$ cat config.mk
export PLATFORM = sky130hd
export DESIGN_NAME = wwd_core
export DESIGN_NICKNAME = d
export VERILOG_FILES = /design/src/rtl/wwd_pkg.sv /design/src/rtl/wwd_core.sv
export SDC_FILE = /design/constraint.sdc
export NUM_CORES = 1
export LEC_CHECK = 0
export ABC_AREA = 1
export BUFFER_PORTS_ARGS = -buffer_cell sky130_fd_sc_hd__buf_2
export CAP_MARGIN = 25
export CELL_PAD_IN_SITES_DETAIL_PLACEMENT = 0
export CELL_PAD_IN_SITES_GLOBAL_PLACEMENT = 2
export CORE_MARGIN = 5
export CORE_UTILIZATION = 28
export DETAILED_ROUTE_END_ITERATION = 12
export HOLD_SLACK_MARGIN = 0.02
export PLACE_DENSITY_LB_ADDON = 0.1
export SYNTH_ARGS = -nofsm -noshare
export SYNTH_HDL_FRONTEND = slang
export SYNTH_SLANG_ARGS = --single-unit
export TNS_END_PERCENT = 5
$ cat constraint.sdc
create_clock -name pclk -period 3 [get_ports pclk]
set_clock_uncertainty 0.2 [all_clocks]
set_input_delay 0.15 -clock pclk [delete_from_list [all_inputs] [get_ports pclk]]
set_output_delay 0.15 -clock pclk [all_outputs]
set_load 0.03 [all_outputs]
$ cat src/rtl/wwd_pkg.sv
// Constants, register map and field layout of the windowed watchdog timer
//------------------------------------------------------------------------
//------------------------------------------------------------------------
package wwd_pkg;
  // Register indices; byte address is four times the index
  localparam logic [3:0] WWD_IDX_CTRL     = 4'h0;
  localparam logic [3:0] WWD_IDX_CONFIG   = 4'h1;
  localparam logic [3:0] WWD_IDX_EARLY_ALERT_CONTROL_REG   = 4'h2;
  localparam logic [3:0] WWD_IDX_MASK_CLR = 4'h4;
  localparam logic [3:0] WWD_IDX_MASK_SET = 4'h5;
  localparam logic [3:0] WWD_IDX_FLAGS    = 4'h6;
  localparam logic [3:0] WWD_IDX_STATUS   = 4'h7;
  localparam logic [3:0] WWD_IDX_CLEAR    = 4'h8;
  // Field positions
  localparam int WWD_CTRL_EN_BIT  = 1;
  localparam int WWD_CTRL_WEN_BIT = 2;
  localparam int WWD_CTRL_PR_BIT  = 7;
  localparam int WWD_FLAG_EA_BIT  = 0;
  localparam int WWD_FLAG_SD_BIT  = 1;
  localparam int WWD_STAT_BUSY_BIT = 7;
  // Values before the nonvolatile load
  localparam logic       WWD_RST_BIT  = 1'b0;
  localparam logic [3:0] WWD_RST_CODE = 4'h0;
  localparam logic [15:0] WWD_RST_CNT = 16'h0000;
  // Clear key and length encoding
  localparam logic [7:0]  WWD_CLEAR_KEY = 8'hA5;
  localparam logic [15:0] WWD_LEN_BASE  = 16'h0008;
  localparam logic [3:0]  WWD_CODE_MAX  = 4'hB;
endpackage : wwd_pkg

$ cat src/rtl/wwd_core.sv
// Windowed watchdog timer with APB register slave
`timescale 1ns/1ps
`default_nettype none
module wwd_core
  import wwd_pkg::*;
(
  input  wire logic        pclk,
  input  wire logic        presetn,
  input  wire logic        psel,
  input  wire logic        penable,
  input  wire logic        pwrite,
  input  wire logic [5:0]  paddr,
  input  wire logic [31:0] pwdata,
  output var  logic [31:0] prdata,
  output logic             pready,
  output logic             pslverr,
  input  wire logic        watchdog_tick_clock,
  input  wire logic        nvm_enable,
  input  wire logic        nvm_persistent_run,
  input  wire logic        nvm_window_mode,
  input  wire logic [3:0]  nvm_window_sel,
  input  wire logic [3:0]  nvm_timeout_sel,
  input  wire logic [3:0]  nvm_alert_delay,
  output var  logic        sys_reset_req,
  output logic             irq
);

  //----------------------------------------------------------------------
  // Length decode
  //----------------------------------------------------------------------
  // Reserved codes clamp to the longest length rather than wrap
  function automatic logic [15:0] len_of(input logic [3:0] code);
    logic [3:0] c;
    c = (code > WWD_CODE_MAX) ? WWD_CODE_MAX : code;
    return WWD_LEN_BASE << c;
  endfunction

  //----------------------------------------------------------------------
  // State
  //----------------------------------------------------------------------
  logic        load_q;       // First cycle after reset release
  logic        tick_q;       // Previous tick level
  logic        en_q;         // Bus-side enable bit
  logic        wen_q;        // Bus-side window mode bit
  logic        pr_q;         // Bus-side persistent_run bit
  logic [3:0]  win_q;        // Closed window code
  logic [3:0]  per_q;        // Timeout code
  logic [3:0]  ewo_q;        // early_alert_delay code
  logic        en_t_q;       // Enable as seen by the counter
  logic        wen_t_q;      // Window mode as seen by the counter
  logic        pr_t_q;       // persistent_run as seen by the counter
  logic        ctrl_pend_q;  // Control write awaiting a tick
  logic        clr_pend_q;   // Clear write awaiting a tick
  logic [7:0]  clr_val_q;    // Value written to clear
  logic [15:0] cnt_q;        // Ticks since period start
  logic        ea_flag_q;    // early_alert flag
  logic        sd_flag_q;    // domain_sync_done flag
  logic        ea_en_q;      // early_alert interrupt enable

  //----------------------------------------------------------------------
  // Bus decode
  //----------------------------------------------------------------------
  wire logic       setup    = psel & ~penable;
  wire logic       access   = psel & penable;
  wire logic [3:0] idx      = paddr[5:2];
  wire logic       is_ctrl  = (idx == WWD_IDX_CTRL);
  wire logic       is_cfg   = (idx == WWD_IDX_CONFIG);
  wire logic       is_ewc   = (idx == WWD_IDX_EARLY_ALERT_CONTROL_REG);
  wire logic       is_mclr  = (idx == WWD_IDX_MASK_CLR);
  wire logic       is_mset  = (idx == WWD_IDX_MASK_SET);
  wire logic       is_flag  = (idx == WWD_IDX_FLAGS);
  wire logic       is_stat  = (idx == WWD_IDX_STATUS);
  wire logic       is_clr   = (idx == WWD_IDX_CLEAR);
  wire logic       mapped   = is_ctrl | is_cfg | is_ewc | is_mclr | is_mset
                            | is_flag | is_stat | is_clr;
  wire logic       busy     = ctrl_pend_q | clr_pend_q;
  wire logic       sync_acc = access & pwrite & (is_ctrl | is_clr);
  wire logic       prot_acc = access & pwrite & (is_ctrl | is_cfg | is_ewc);
  // Disabling: bit written zero but counter side still running
  wire logic       disabling = ~en_q & en_t_q & ~pr_t_q;
  // Enabled or being enabled blocks protected fields
  wire logic       en_prot   = en_q | en_t_q;

  // Stall a second sync write until the first lands
  // Deferred protected write waits for disable to finish
  assign pready  = ~((sync_acc & busy) | (prot_acc & disabling));
  assign pslverr = access & ~mapped;

  wire logic wr      = access & pwrite & pready & mapped;
  wire logic wr_ctrl = wr & is_ctrl;
  wire logic wr_cfg  = wr & is_cfg & ~en_prot & ~pr_q;
  wire logic wr_ewc  = wr & is_ewc & ~en_prot & ~pr_q;
  wire logic wr_clr  = wr & is_clr;
  wire logic wr_mset = wr & is_mset & pwdata[WWD_FLAG_EA_BIT];
  wire logic wr_mclr = wr & is_mclr & pwdata[WWD_FLAG_EA_BIT];
  wire logic wr_flag = wr & is_flag;

  // Field write permissions within the control register
  wire logic en_ok  = ~pr_q;
  wire logic wen_ok = ~en_prot | pr_q;
  wire logic pr_ok  = ~en_prot;

  //----------------------------------------------------------------------
  // Tick edge and counter decode
  //----------------------------------------------------------------------
  // Tick is slow and taken as synchronous; one edge per rising level
  wire logic        tick_edge = watchdog_tick_clock & ~tick_q;
  wire logic        apply     = tick_edge & busy;
  wire logic        run       = en_t_q | pr_t_q;
  wire logic [15:0] closed_len = wen_t_q ? len_of(win_q) : WWD_RST_CNT;
  wire logic [15:0] total_len  = closed_len + len_of(per_q);
  wire logic [15:0] alert_pt   = wen_t_q ? closed_len : len_of(ewo_q);
  wire logic [15:0] cnt_nx     = cnt_q + 16'h0001;
  wire logic        clr_key  = apply & clr_pend_q & (clr_val_q == WWD_CLEAR_KEY);
  wire logic        clr_bad  = apply & clr_pend_q & (clr_val_q != WWD_CLEAR_KEY);
  wire logic        too_early = clr_key & run & wen_t_q & (cnt_q < closed_len);
  wire logic        timeout_hit = tick_edge & run & (cnt_nx == total_len);
  // An alert point at or past the timeout never fires
  wire logic        alert_hit = tick_edge & run & (cnt_nx == alert_pt)
                              & (alert_pt < total_len);
  wire logic        restart  = ~run | (clr_key & ~too_early) | timeout_hit;

  //----------------------------------------------------------------------
  // Load and tick sampling
  //----------------------------------------------------------------------
  // Straps are caught on the first edge after release, never in reset
  always_ff @(posedge pclk or negedge presetn)
    if (!presetn)
    begin
      load_q <= 1'b1;
      tick_q <= 1'b0;
    end
    else
    begin
      load_q <= 1'b0;
      tick_q <= watchdog_tick_clock;
    end

  //----------------------------------------------------------------------
  // Bus-side control and configuration
  //----------------------------------------------------------------------
  // Control bits read back at once; effect waits for a tick
  always_ff @(posedge pclk or negedge presetn)
    if (!presetn)
    begin
      en_q  <= WWD_RST_BIT;
      wen_q <= WWD_RST_BIT;
      pr_q  <= WWD_RST_BIT;
    end
    else if (load_q)
    begin
      en_q  <= nvm_enable;
      wen_q <= nvm_window_mode;
      pr_q  <= nvm_persistent_run;
    end
    else if (wr_ctrl)
    begin
      if (en_ok)
        en_q <= pwdata[WWD_CTRL_EN_BIT];
      if (wen_ok)
        wen_q <= pwdata[WWD_CTRL_WEN_BIT];
      // Only a one sticks; power-on alone clears it
      if (pr_ok && pwdata[WWD_CTRL_PR_BIT])
        pr_q <= 1'b1;
    end

  // Timing codes, frozen while enabled or persistent
  always_ff @(posedge pclk or negedge presetn)
    if (!presetn)
    begin
      win_q <= WWD_RST_CODE;
      per_q <= WWD_RST_CODE;
      ewo_q <= WWD_RST_CODE;
    end
    else if (load_q)
    begin
      win_q <= nvm_window_sel;
      per_q <= nvm_timeout_sel;
      ewo_q <= nvm_alert_delay;
    end
    else
    begin
      if (wr_cfg)
      begin
        win_q <= pwdata[7:4];
        per_q <= pwdata[3:0];
      end
      if (wr_ewc)
        ewo_q <= pwdata[3:0];
    end

  //----------------------------------------------------------------------
  // Synchronisation pending
  //----------------------------------------------------------------------
  // Set in the write cycle; cleared by the next tick edge
  always_ff @(posedge pclk or negedge presetn)
    if (!presetn)
    begin
      ctrl_pend_q <= 1'b0;
      clr_pend_q  <= 1'b0;
      clr_val_q   <= 8'h00;
    end
    else if (wr_ctrl | wr_clr)
    begin
      ctrl_pend_q <= wr_ctrl;
      clr_pend_q  <= wr_clr;
      clr_val_q   <= pwdata[7:0];
    end
    else if (apply)
    begin
      ctrl_pend_q <= 1'b0;
      clr_pend_q  <= 1'b0;
    end

  //----------------------------------------------------------------------
  // Counter-side control copy
  //----------------------------------------------------------------------
  always_ff @(posedge pclk or negedge presetn)
    if (!presetn)
    begin
      en_t_q  <= WWD_RST_BIT;
      wen_t_q <= WWD_RST_BIT;
      pr_t_q  <= WWD_RST_BIT;
    end
    else if (load_q)
    begin
      en_t_q  <= nvm_enable;
      wen_t_q <= nvm_window_mode;
      pr_t_q  <= nvm_persistent_run;
    end
    else if (apply && ctrl_pend_q)
    begin
      en_t_q  <= en_q;
      wen_t_q <= wen_q;
      pr_t_q  <= pr_q;
    end

  //----------------------------------------------------------------------
  // Period counter and system reset
  //----------------------------------------------------------------------
  always_ff @(posedge pclk or negedge presetn)
    if (!presetn)
      cnt_q <= WWD_RST_CNT;
    else if (restart)
      cnt_q <= WWD_RST_CNT;
    else if (tick_edge)
      cnt_q <= cnt_nx;

  // Request holds until the reset controller resets this block
  always_ff @(posedge pclk or negedge presetn)
    if (!presetn)
      sys_reset_req <= 1'b0;
    else if (timeout_hit | too_early | clr_bad)
      sys_reset_req <= 1'b1;

  //----------------------------------------------------------------------
  // Flags, mask and interrupt line
  //----------------------------------------------------------------------
  // Hardware set wins over a same-cycle software clear
  always_ff @(posedge pclk or negedge presetn)
    if (!presetn)
    begin
      ea_flag_q <= 1'b0;
      sd_flag_q <= 1'b0;
    end
    else
    begin
      ea_flag_q <= alert_hit | (ea_flag_q & ~(wr_flag & pwdata[WWD_FLAG_EA_BIT]));
      sd_flag_q <= apply | (sd_flag_q & ~(wr_flag & pwdata[WWD_FLAG_SD_BIT]));
    end

  // Alert interrupt is off after reset
  always_ff @(posedge pclk or negedge presetn)
    if (!presetn)
      ea_en_q <= 1'b0;
    else if (wr_mset)
      ea_en_q <= 1'b1;
    else if (wr_mclr)
      ea_en_q <= 1'b0;

  assign irq = ea_flag_q & ea_en_q;

  //----------------------------------------------------------------------
  // Read data
  //----------------------------------------------------------------------
  // Captured in the setup cycle so the access phase sees a flop
  wire logic [7:0] rd_ctrl = {pr_q, 4'h0, wen_q, en_q, 1'b0};
  wire logic [7:0] rd_val  = is_ctrl ? rd_ctrl
                           : is_cfg  ? {win_q, per_q}
                           : is_ewc  ? {4'h0, ewo_q}
                           : (is_mclr | is_mset) ? {7'h00, ea_en_q}
                           : is_flag ? {6'h00, sd_flag_q, ea_flag_q}
                           : is_stat ? {busy, 7'h00}
                           : 8'h00;

  always_ff @(posedge pclk or negedge presetn)
    if (!presetn)
      prdata <= 32'h00000000;
    else if (setup)
      prdata <= {24'h000000, rd_val};
endmodule // wwd_core
`default_nettype wire

==> flow_summary.json, run 1 <==
{
  "outcome": "complete, but fails checks",
  "violations": "negative setup slack",
  "synth_top_cells_by_count": "239 x nand2_1, 128 x inv_1, 105 x nor2_1",
  "drtPass1Iterations": 4,
  "dieArea_mm2": 0.02235,
  "detail-route-antenna-nets": 0,
  "grt_pass1_wl_mm": 30.95,
  "clockBufferDepth": 2,
  "clk_latency_ns": 0.33,
  "htree_levels": 3,
  "power.density_mw_per_mm2": 422.4,
  "diodes": 0,
  "async_reset_ff_share_pct": 100.0,
  "finalMaxSlewViolations": 0,
  "p_leak_nw": 3.810,
  "track_usage_pct": 17.74,
  "post-route-cell-area_mm2": 0.007612,
  "synth_edf_count": 0,
  "ys_warn_count": 0,
  "power.total_w": 0.003216,
  "drive_above_1_share_pct": 25.32,
  "placed_area_mm2": 0.006479,
  "slowest_delay_ns": 0.45,
  "fillerInstances": 2067,
  "grt_overflow_total": 0,
  "crit_chain": "nand2_4, nand2_4, nor2_4, nand3_2, inv_2, ha_4, inv_2, fa_2, inv_2, nand3_2, nand2_2, and3_4, nor2_4, ha_4, a21oi_1, o21a_1, nand2_1, a21oi_2, nand4_1, nor2_1, nand4_1, nand2_1",
  "synth_area_leader_cell": "dfrtp_1",
  "cts.sinks": 58,
  "fin_crit_ns": 3.191,
  "grt_pass1_vias": 5839,
  "period_share_pct": 106.4,
  "rsz0062_at_grt": "true",
  "crit_path_end_kind": "flip-flop",
  "ys_ff_latch": 58,
  "crit_required_ns": 3.07,
  "initialDrtViolationCount": 234,
  "startpoint_type": "flip-flop",
  "dp.cells": 1235,
  "timing.critical_path.mode_cell": "inv_2",
  "swShare_pct": 39.70,
  "num_rows": 51,
  "dp_hpwl_mm": 16.15,
  "setup_ws_ns": -0.1909,
  "setup-violations-final": 17,
  "nNetsFinal": 1125,
  "syn_area_mm2": 0.005448,
  "netlist_instances": 857,
  "intPower_w": 0.001939,
  "ys_types": 43,
  "fp.coreArea_mm2": 0.01933,
  "comb_power_share_pct": 37.6,
  "cts_tree": "built",
  "viasPerCell": 4.499,
  "crit_arrival_ns": 3.26,
  "final_util_pct": 39.37,
  "clockPowerShare_pct": 30.6,
  "yosysTopAreaCellShare_pct": 26.18,
  "path_max_fanout": 4,
  "chipWidth_um": 149.5,
  "fp.dieH_um": 149.5,
  "synth_area_leaders": "dfrtp_1 26%, nand2_1 16%, ha_1 9.0%",
  "routed-via-count": 5831,
  "initial_core_util_pct": 28.18,
  "cap_violations": 0,
  "yosysMostFrequentCell": "nand2_1",
  "power.switching_w": 0.001277,
  "areaGrowthSynthToFinish_pct": 39.73,
  "ys_seq_area_share_pct": 26.67,
  "path_clk_slew_ns": 0.06,
  "cts_buffers": 9,
  "drc": 0,
  "hold_slack_ns": 0.05277,
  "p_seq_share_pct": 31.7,
  "worst-slew-pin-transition_ns": 0.7890,
  "hold_violations": 0,
  "synth_flop_cell": "dfrtp_1",
  "crit_type": "flip-flop to flip-flop",
  "slowest_stage": "dfrtp_2",
  "io_pins": 95,
  "hold_class": "input port to flip-flop",
  "instances_no_fill": 1296,
  "cts-root-buf": "clkbuf_16",
  "timing.fmax_mhz": 313.4,
  "gp_congestion": 0.9132,
  "port_buffers": 44,
  "grt_max_degree": 59,
  "synth_area_per_cell_um2": 6.357,
  "wl_per_cell_um": 15.00,
  "antenna_found_initial": 0,
  "routed_wl_mm": 19.44,
  "irDropWorstVdd_mv": 0.2714,
  "slew_headroom_pct": 47.40
}
[power by group through the flow]
| stage | Sequential, W | Combinational [W] | Clock, W |
|---|---|---|---|
| 2_1_floorplan | 0.00102 | 0.000694 | 0 |
| 3_3_place_gp | 0.00103 | 0.00107 | 0 |
| 3_5_place_dp | 0.00103 | 0.00108 | 0 |
| 4_1_cts | 0.00102 | 0.00117 | 0.00101 |
| 5_1_grt | 0.00104 | 0.00137 | 0.00105 |
| 6_report | 0.00102 | 0.00121 | 0.000985 |
[placed cells by master (no fill, tap or decap), types with 3 or more instances in the layout]
master and n:
o31ai_1 4, xnor2_1 4, clkinv_4 3, buf_4 85, dlygate4sd3_1 33, nor2_2 24, nand3b_1 5, inv_1 119
dfrtp_1 53, clkbuf_16 9, nand4_1 17, a21oi_2 6, buf_2 44, o22ai_1 3, o21ai_0 53, o211ai_1 9
nor2_1 80, xor2_1 5, nand3_2 7, nand2_1 218, o21bai_1 3, nor3_1 13, a31oi_1 4, nor2_4 17
nand3_1 47, ha_1 29, dfrtp_2 4, nand2_4 5, ha_4 10, inv_2 10, nand2_2 20, a21oi_1 31
conb_1 27
[logic make-up (layout without fill, tap and decap cells)]
group | Yosys count | in the layout | synth area share [%]
AO/OA/AOI/OAI | 123 | 123 | 12.68
other | 2 | 27 | 0.1379
multiplexers | 1 | 1 | 0.1837
adder cells (fa/ha/maj) | 40 | 40 | 9.325
flip-flops | 58 | 58 | 26.67
XOR/XNOR | 11 | 11 | 1.768
buffers and inverters | 162 | 311 | 13.14
AND/OR/NAND/NOR | 460 | 460 | 36.10
[timing repair]
item	CTS	global route
endpoints found under the hold margin	85	0
pin swaps	27	17
hold buffers	33	0
resized for setup	52	53
setup buffers	9	3
endpoints found under the setup margin	18	18
[area by class of cell]
type                            instances  area (um2)  area share, %
Clock buffer                            9       225.2          2.959
Clock inverter                          7       55.05         0.7232
Inverter                              130       489.2          6.427
Multi-Input combinational cell        662        3814          50.10
Sequential cell                        58        1458          19.15
Tap cell                              265       331.6          4.356
Timing Repair Buffer                  165        1240          16.29
[sequential cells by signal, summed over array words and instances, names as in the netlist, 4 cells and up]
register	cells
clr_val_q	8
win_q	4
cnt_q	16
per_q	4
ewo_q	4
prdata	8
[critical path, delay by kind of cell (launching register included)]
kind	cells	cell delay, ns
buffers and inverters	3	0.19
flip-flops	1	0.45
AO/OA/AOI/OAI	3	0.37
adder cells (fa/ha/maj)	3	0.73
AND/OR/NAND/NOR	13	1.18
[path summary, 6_finish.rpt]
kind | from | endpoint | slack [ns] | cells after the start
min in group asynchronous | presetn | prdata[3]$_DFFE_PN0P_ | 0.31 | 3
max in group asynchronous | presetn | win_q[3]$_DFFE_PN0P_ | 1.73 | 3
setup / recovery | win_q[3]$_DFFE_PN0P_ | ea_flag_q$_DFF_PN0_ | -0.19 | 22
hold reg to reg | prdata[4]$_DFFE_PN0P_ | prdata[4]$_DFFE_PN0P_ | 0.29 | 2
setup reg to reg | win_q[3]$_DFFE_PN0P_ | ea_flag_q$_DFF_PN0_ | -0.19 | 22
hold / removal | nvm_persistent_run | pr_t_q$_DFFE_PN0P_ | 0.05 | 3
[per-layer routing]
metal  up-vias  track usage, %  wire (um)
met1      2670           23.27       9010
met3        14           2.483        536
li1       3051               -          -
met5         -               0          0
met2        96           31.22       9595
met4         0           3.616        296
[metrics by stage]
stage	setup TNS [ns]	setup WS [ns]
after floorplan	-0.1027	-0.1027
after global placement	-6.009	-0.3839
after detailed placement	-5.186	-0.4413
after CTS	-2.642	-0.2080
after global routing	-5.319	-0.3722
final	-1.843	-0.1909
Note: power is estimated with default switching activity, not from simulation.
==> run 2: changes to the inputs <==
--- a/config.mk
+++ b/config.mk
@@ -10,6 +10,7 @@
 export CAP_MARGIN = 25
 export CELL_PAD_IN_SITES_DETAIL_PLACEMENT = 0
 export CELL_PAD_IN_SITES_GLOBAL_PLACEMENT = 2
+export CORE_ASPECT_RATIO = 0.75
 export CORE_MARGIN = 5
 export CORE_UTILIZATION = 28
 export DETAILED_ROUTE_END_ITERATION = 12
==> run 2 against run 1 <==
- the run still ends with negative setup slack left
- core utilization up 1.7 points
- maximum frequency down 1.1%
- cell area up 3.9%
- routed wire length up 8.1%
- register-to-register slack worse by 0.04 ns
- sequential power about the same
- non-clock buffer count up 17
- flip-flop and latch count unchanged
- critical endpoint is now cnt_q[4]$_DFFE_PN0P_
- largest power group unchanged
==> flow_summary.json, run 2 (synthesis gave the netlist of run 1 again) <==
{
  "outcome": "complete, but fails checks",
  "violations": "negative setup slack",
  "chipWidth_um": 171.1,
  "grt_pass1_wl_mm": 32.57,
  "startpoint_type": "flip-flop",
  "rsz0062_at_grt": "true",
  "rrSetupSlack_ns": -0.23,
  "post-route-cell-area_mm2": 0.007908,
  "cts_buffers": 9,
  "clockBufferDepth": 2,
  "nNetsFinal": 1142,
  "dieArea_mm2": 0.02237,
  "num_rows": 44,
  "crit_required_ns": 3.01,
  "areaGrowthSynthToFinish_pct": 45.15,
  "worst-slew-pin-transition_ns": 0.6782,
  "fp.dieH_um": 130.8,
  "timing.fmax_mhz": 309.8,
  "top_layer": "met4",
  "p_leak_nw": 3.917,
  "hold_violations": 0,
  "setup_tns_ns": -3.813,
  "met1_length_mm": 11.28,
  "period_share_pct": 107.6,
  "cts-root-buf": "clkbuf_16",
  "fin_crit_ns": 3.228,
  "largest_reg_flops": 16,
  "layout_commonest_cell": "nand2_1",
  "drc": 0,
  "port_buffers": 44,
  "cts.sinks": 58,
  "slew_headroom_pct": 54.31,
  "initialDrtViolationCount": 317,
  "wl_met3_um": 743,
  "setup-violations-final": 18,
  "diodes": 0,
  "crit_type": "flip-flop to flip-flop",
  "cts_tree": "built",
  "placed_area_mm2": 0.006554,
  "routed-via-count": 6017,
  "drive_above_1_share_pct": 29.10,
  "power.density_mw_per_mm2": 439.5,
  "path_clk_slew_ns": 0.06,
  "crit_path_end_kind": "flip-flop",
  "track_usage_pct": 19.07,
  "setup_ws_ns": -0.2278,
  "reg.largest.list": "cnt_q (16), clr_val_q (8), prdata (8)",
  "crit_arrival_ns": 3.24,
  "grt_overflow_total": 0,
  "fillerInstances": 2065,
  "gp_congestion": 0.9340,
  "irDropWorstVdd_mv": 0.3146,
  "routed_wl_mm": 21.01,
  "detail-route-antenna-nets": 0,
  "dp_hpwl_mm": 17.07,
  "drtPass1Iterations": 5,
  "clk_latency_ns": 0.33,
  "fp.coreArea_mm2": 0.01927,
  "power.total_w": 0.003475,
  "cap_violations": 0,
  "path_max_fanout": 6,
  "hold_slack_ns": 0.05203,
  "finalMaxSlewViolations": 0,
  "initial_core_util_pct": 28.27,
  "regMostFlops": "cnt_q",
  "grt_pass1_vias": 6054,
  "grt_max_degree": 31,
  "htree_levels": 3,
  "wl_per_cell_um": 16.15,
  "viasPerCell": 4.625,
  "wl_met2_mm": 8.788,
  "io_pins": 95,
  "final_cell_mix": "202 x nand2_1, 123 x inv_1, 101 x buf_4",
  "hold_class": "input port to flip-flop",
  "antenna_found_initial": 0
}
==> run 2: changes by cell type in the layout (fill, tap and decap cells not counted), moves of 4 or more <==
cell     change
nand2_1     -16
inv_1        +4
nor2_1       -6
nor2_4       +4
buf_4       +16
nand2_2     +18
a21oi_2      +5
ha_1         -4
ha_4         +4
a21oi_1      -5
==> run 2: routing by layer <==
layer / vias up / GRT usage (%)
met4: 0 / 2.748
met2: 109 / 29.30
met5: - / 0
met1: 2811 / 28.99
li1: 3079 / -
met3: 18 / 2.797
==> run 2: path summary, 6_finish.rpt <==
path                                       startpoint                        to  cells after the start
worst max register to register   per_q[2]$_DFFE_PN0P_      cnt_q[4]$_DFFE_PN0P_                     19
worst min register to register  prdata[6]$_DFFE_PN0P_     prdata[6]$_DFFE_PN0P_                      2
max in group asynchronous                     presetn    clr_pend_q$_DFFE_PN0P_                      3
worst min-delay path               nvm_persistent_run        pr_t_q$_DFFE_PN0P_                      3
min in group asynchronous                     presetn  clr_val_q[7]$_DFFE_PN0P_                      3
worst max-delay path             per_q[2]$_DFFE_PN0P_      cnt_q[4]$_DFFE_PN0P_                     19
==> run 2: final cells by class <==
type / count / area [um2] / share of cell area (%)
Multi-Input combinational cell: 662 / 3950 / 49.95
Inverter: 130 / 488.0 / 6.171
Timing Repair Buffer: 182 / 1371 / 17.34
Sequential cell: 58 / 1455 / 18.40
Tap cell: 253 / 316.6 / 4.003
Clock inverter: 7 / 101.3 / 1.282
Clock buffer: 9 / 225.2 / 2.848
==> run 2: per-stage QoR <==
step                      cells  utilization [%]  setup WS (ns)
after CTS                  1293            38.69        -0.2353
final                      1301            41.04        -0.2278
after detailed placement   1235            34.01        -0.4256
after global placement     1235            34.01        -0.4647
after global routing       1301            41.04        -0.4417
after floorplan             882                -        -0.1027
==> run 2: worst max-delay path: stages, from the launching register on <==
cell and delay (ns):
dfrtp_1 0.44, a21oi_2 0.21, buf_4 0.13, buf_4 0.12, nand2_4 0.07, nor2_4 0.14, ha_4 0.22, buf_4 0.14
nand2_1 0.12, nor2_1 0.06, and3_4 0.18, buf_4 0.13, buf_4 0.12, o21ai_1 0.12, nand3_1 0.10, nor2_2 0.16
nand3_2 0.15, nand2_4 0.15, buf_12 0.14, nor2_4 0.04
==> run 2: power breakdown <==
part | leakage (nW) | total (W) | internal [W] | switching [W]
combinational | 3.05 | 0.00132 | 0.000518 | 0.000804
sequential | 0.718 | 0.00102 | 0.000899 | 0.000123
clock | 0.152 | 0.00113 | 0.000732 | 0.000400
total | 3.92 | 0.00348 | 0.00215 | 0.00133
==> run 2: repair_timing <==
action	4_1_cts	5_1_grt
resized for setup	44	93
endpoints found under the hold margin	86	0
endpoints found under the setup margin	18	20
hold buffers	33	0
pin swaps	22	47
setup buffers	9	9
==> run 3: changes to the inputs <==
--- a/config.mk
+++ b/config.mk
@@ -8,7 +8,7 @@
 export ABC_AREA = 1
 export BUFFER_PORTS_ARGS = -buffer_cell sky130_fd_sc_hd__buf_2
 export CAP_MARGIN = 25
-export CELL_PAD_IN_SITES_DETAIL_PLACEMENT = 0
+export CELL_PAD_IN_SITES_DETAIL_PLACEMENT = 2
 export CELL_PAD_IN_SITES_GLOBAL_PLACEMENT = 2
 export CORE_ASPECT_RATIO = 0.75
 export CORE_MARGIN = 5
==> run 3 against run 2 <==
- the run still ends with negative setup slack left
- core utilization about the same
- flip-flop and latch count unchanged
- non-clock buffer count increased by 2
- via count increased by 7.2%
- largest cell class unchanged
==> flow_summary.json, run 3 (synthesis gave the netlist of run 1 again) <==
{
  "outcome": "complete, but fails checks",
  "violations": "negative setup slack",
  "num_rows": 44,
  "path_max_fanout": 5,
  "power.switching_w": 0.001428,
  "fp.dieH_um": 130.8,
  "port_buffers": 44,
  "final_util_pct": 41.06,
  "comb_power_share_pct": 38.9,
  "finalMaxSlewViolations": 0,
  "path_clk_slew_ns": 0.06,
  "track_usage_pct": 23.76,
  "crit_arrival_ns": 3.42,
  "crit_type": "flip-flop to flip-flop",
  "hold_class": "input port to flip-flop",
  "rrSetupSlack_ns": -0.36,
  "routed_wl_mm": 26.39,
  "cts_tree": "built",
  "clk_latency_ns": 0.34,
  "setup-violations-final": 18,
  "layout_commonest_cell": "nand2_1",
  "hold_violations": 0,
  "timing.fmax_mhz": 297.9,
  "dp_hpwl_mm": 20.13,
  "instances_no_fill": 1303,
  "drive_above_1_share_pct": 28.86,
  "antenna_found_initial": 0,
  "grt_pass1_vias": 7117,
  "clockBufferDepth": 2,
  "fin_crit_ns": 3.357,
  "grt_pass1_wl_mm": 40.56,
  "detail-route-antenna-nets": 0,
  "startpoint_type": "flip-flop",
  "gp_congestion": 0.9340,
  "dieArea_mm2": 0.02237,
  "reg.largest.list": "cnt_q (16), clr_val_q (8), prdata (8)",
  "p_leak_nw": 3.961,
  "r2r_end": "ea_flag_q$_DFF_PN0_",
  "wl_per_cell_um": 20.26,
  "drtPass1Iterations": 4,
  "grt_overflow_total": 0,
  "hold_slack_ns": 0.1413,
  "viasPerCell": 4.952,
  "cts_buffers": 9,
  "crit_start": "win_q[3]$_DFFE_PN0P_",
  "io_pins": 95,
  "routed-via-count": 6453,
  "power.density_mw_per_mm2": 453.0,
  "drc": 0,
  "grt_max_degree": 31,
  "initial_core_util_pct": 28.27,
  "diodes": 0,
  "rsz0062_at_grt": "true",
  "p_seq_share_pct": 28.9,
  "slew_headroom_pct": 53.99,
  "min_from": "paddr[5]",
  "fp.coreArea_mm2": 0.01927,
  "r2r_start": "win_q[3]$_DFFE_PN0P_",
  "crit_path_end_kind": "flip-flop",
  "worst-slew-pin-transition_ns": 0.6829,
  "chipWidth_um": 171.1,
  "dp.cells": 1235,
  "period_share_pct": 111.9,
  "endpoint": "ea_flag_q$_DFF_PN0_",
  "worstRegToRegCells": 20,
  "htree_levels": 3,
  "cts-root-buf": "clkbuf_16",
  "areaGrowthSynthToFinish_pct": 45.25,
  "setup_ws_ns": -0.3567,
  "cts.sinks": 58,
  "final_cell_mix": "207 x nand2_1, 120 x inv_1, 104 x buf_4",
  "clockPowerShare_pct": 32.3,
  "pre_cts_ws_ns": -0.6543,
  "cap_violations": 0,
  "regMostFlops": "cnt_q",
  "irDropWorstVdd_mv": 0.2616,
  "initialDrtViolationCount": 255,
  "largest_reg_flops": 16,
  "intPower_w": 0.002156,
  "crit_required_ns": 3.07,
  "swShare_pct": 39.84,
  "setup_tns_ns": -5.117,
  "nNetsFinal": 1144
}
-- run 3: cell count changes in the layout (fill, tap and decap cells not counted), sizes merged --
cell    before  now
buf        149  151
inv        131  130
clkinv       2    3
-- run 3: final cells by class --
type | instances | area [um2]
clock inverters | 7 | 101.3
repair buffers | 184 | 1383
inverters | 130 | 495.5
clock buffers | 9 | 225.2
fillers | 2303 | 11360
multi-input cells | 662 | 3934
well taps | 253 | 316.6
flip-flops and latches | 58 | 1458
-- run 3: power by group through the flow --
stage	clock network, W	registers, W	logic, W
after floorplan	0	0.00102	0.000694
after global placement	0	0.00103	0.00113
after detailed placement	0	0.00104	0.00119
after CTS	0.00118	0.00103	0.00136
after global routing	0.00122	0.00105	0.00153
final	0.00116	0.00103	0.00139
-- run 3: metal layers --
layer | GRT usage, % | vias to the layer above | part of all wire [%]
met5 | 0 | - | 0
met3 | 2.767 | 14 | 3.0
met2 | 40.85 | 97 | 47
met4 | 3.447 | 0 | 0.76
met1 | 33.09 | 3251 | 49
li1 | - | 3091 | -
-- run 3: worst min-delay path by stage --
stage	slack [ns]	to	cells past startpoint
floorplan	-0.35	clr_pend_q$_DFFE_PN0P_	0
global placement	-0.18	clr_val_q[0]$_DFFE_PN0P_	1
detailed placement	-0.17	clr_val_q[0]$_DFFE_PN0P_	1
CTS	0.08	pr_t_q$_DFFE_PN0P_	3
global route	0.17	sd_flag_q$_DFF_PN0_	5
finish	0.14	sd_flag_q$_DFF_PN0_	5
-- run 3: worst max-delay path: stages (launching register included) --
cell,delay [ns]
dfrtp_2,0.44
nand2_4,0.10
buf_4,0.13
nand2_1,0.10
nand2_2,0.14
nor2_4,0.06
ha_4,0.29
nand2_1,0.08
nand2_1,0.15
nand2_2,0.08
buf_4,0.14
nand4_1,0.08
nand2_1,0.13
ha_1,0.34
a21oi_1,0.15
o21ai_1,0.10
a21oi_2,0.14
nand4_1,0.11
nor2_1,0.14
nand4_1,0.10
nand2_1,0.07
-- run 3: per-stage QoR --
step | cell area, um2 | total power [W]
after floorplan | 5559 | 0.001713
after detailed placement | 6554 | 0.002226
after CTS | 7801 | 0.003564
after global placement | 6554 | 0.002159
final | 7913 | 0.003584
after global routing | 7913 | 0.003798
-- run 3: timing repair --
action	in CTS	in global routing
hold endpoints to repair	86	0
hold buffers	33	0
setup endpoints to repair	18	22
resized for setup	110	24
pin swaps	45	11
buffers inserted	17	2
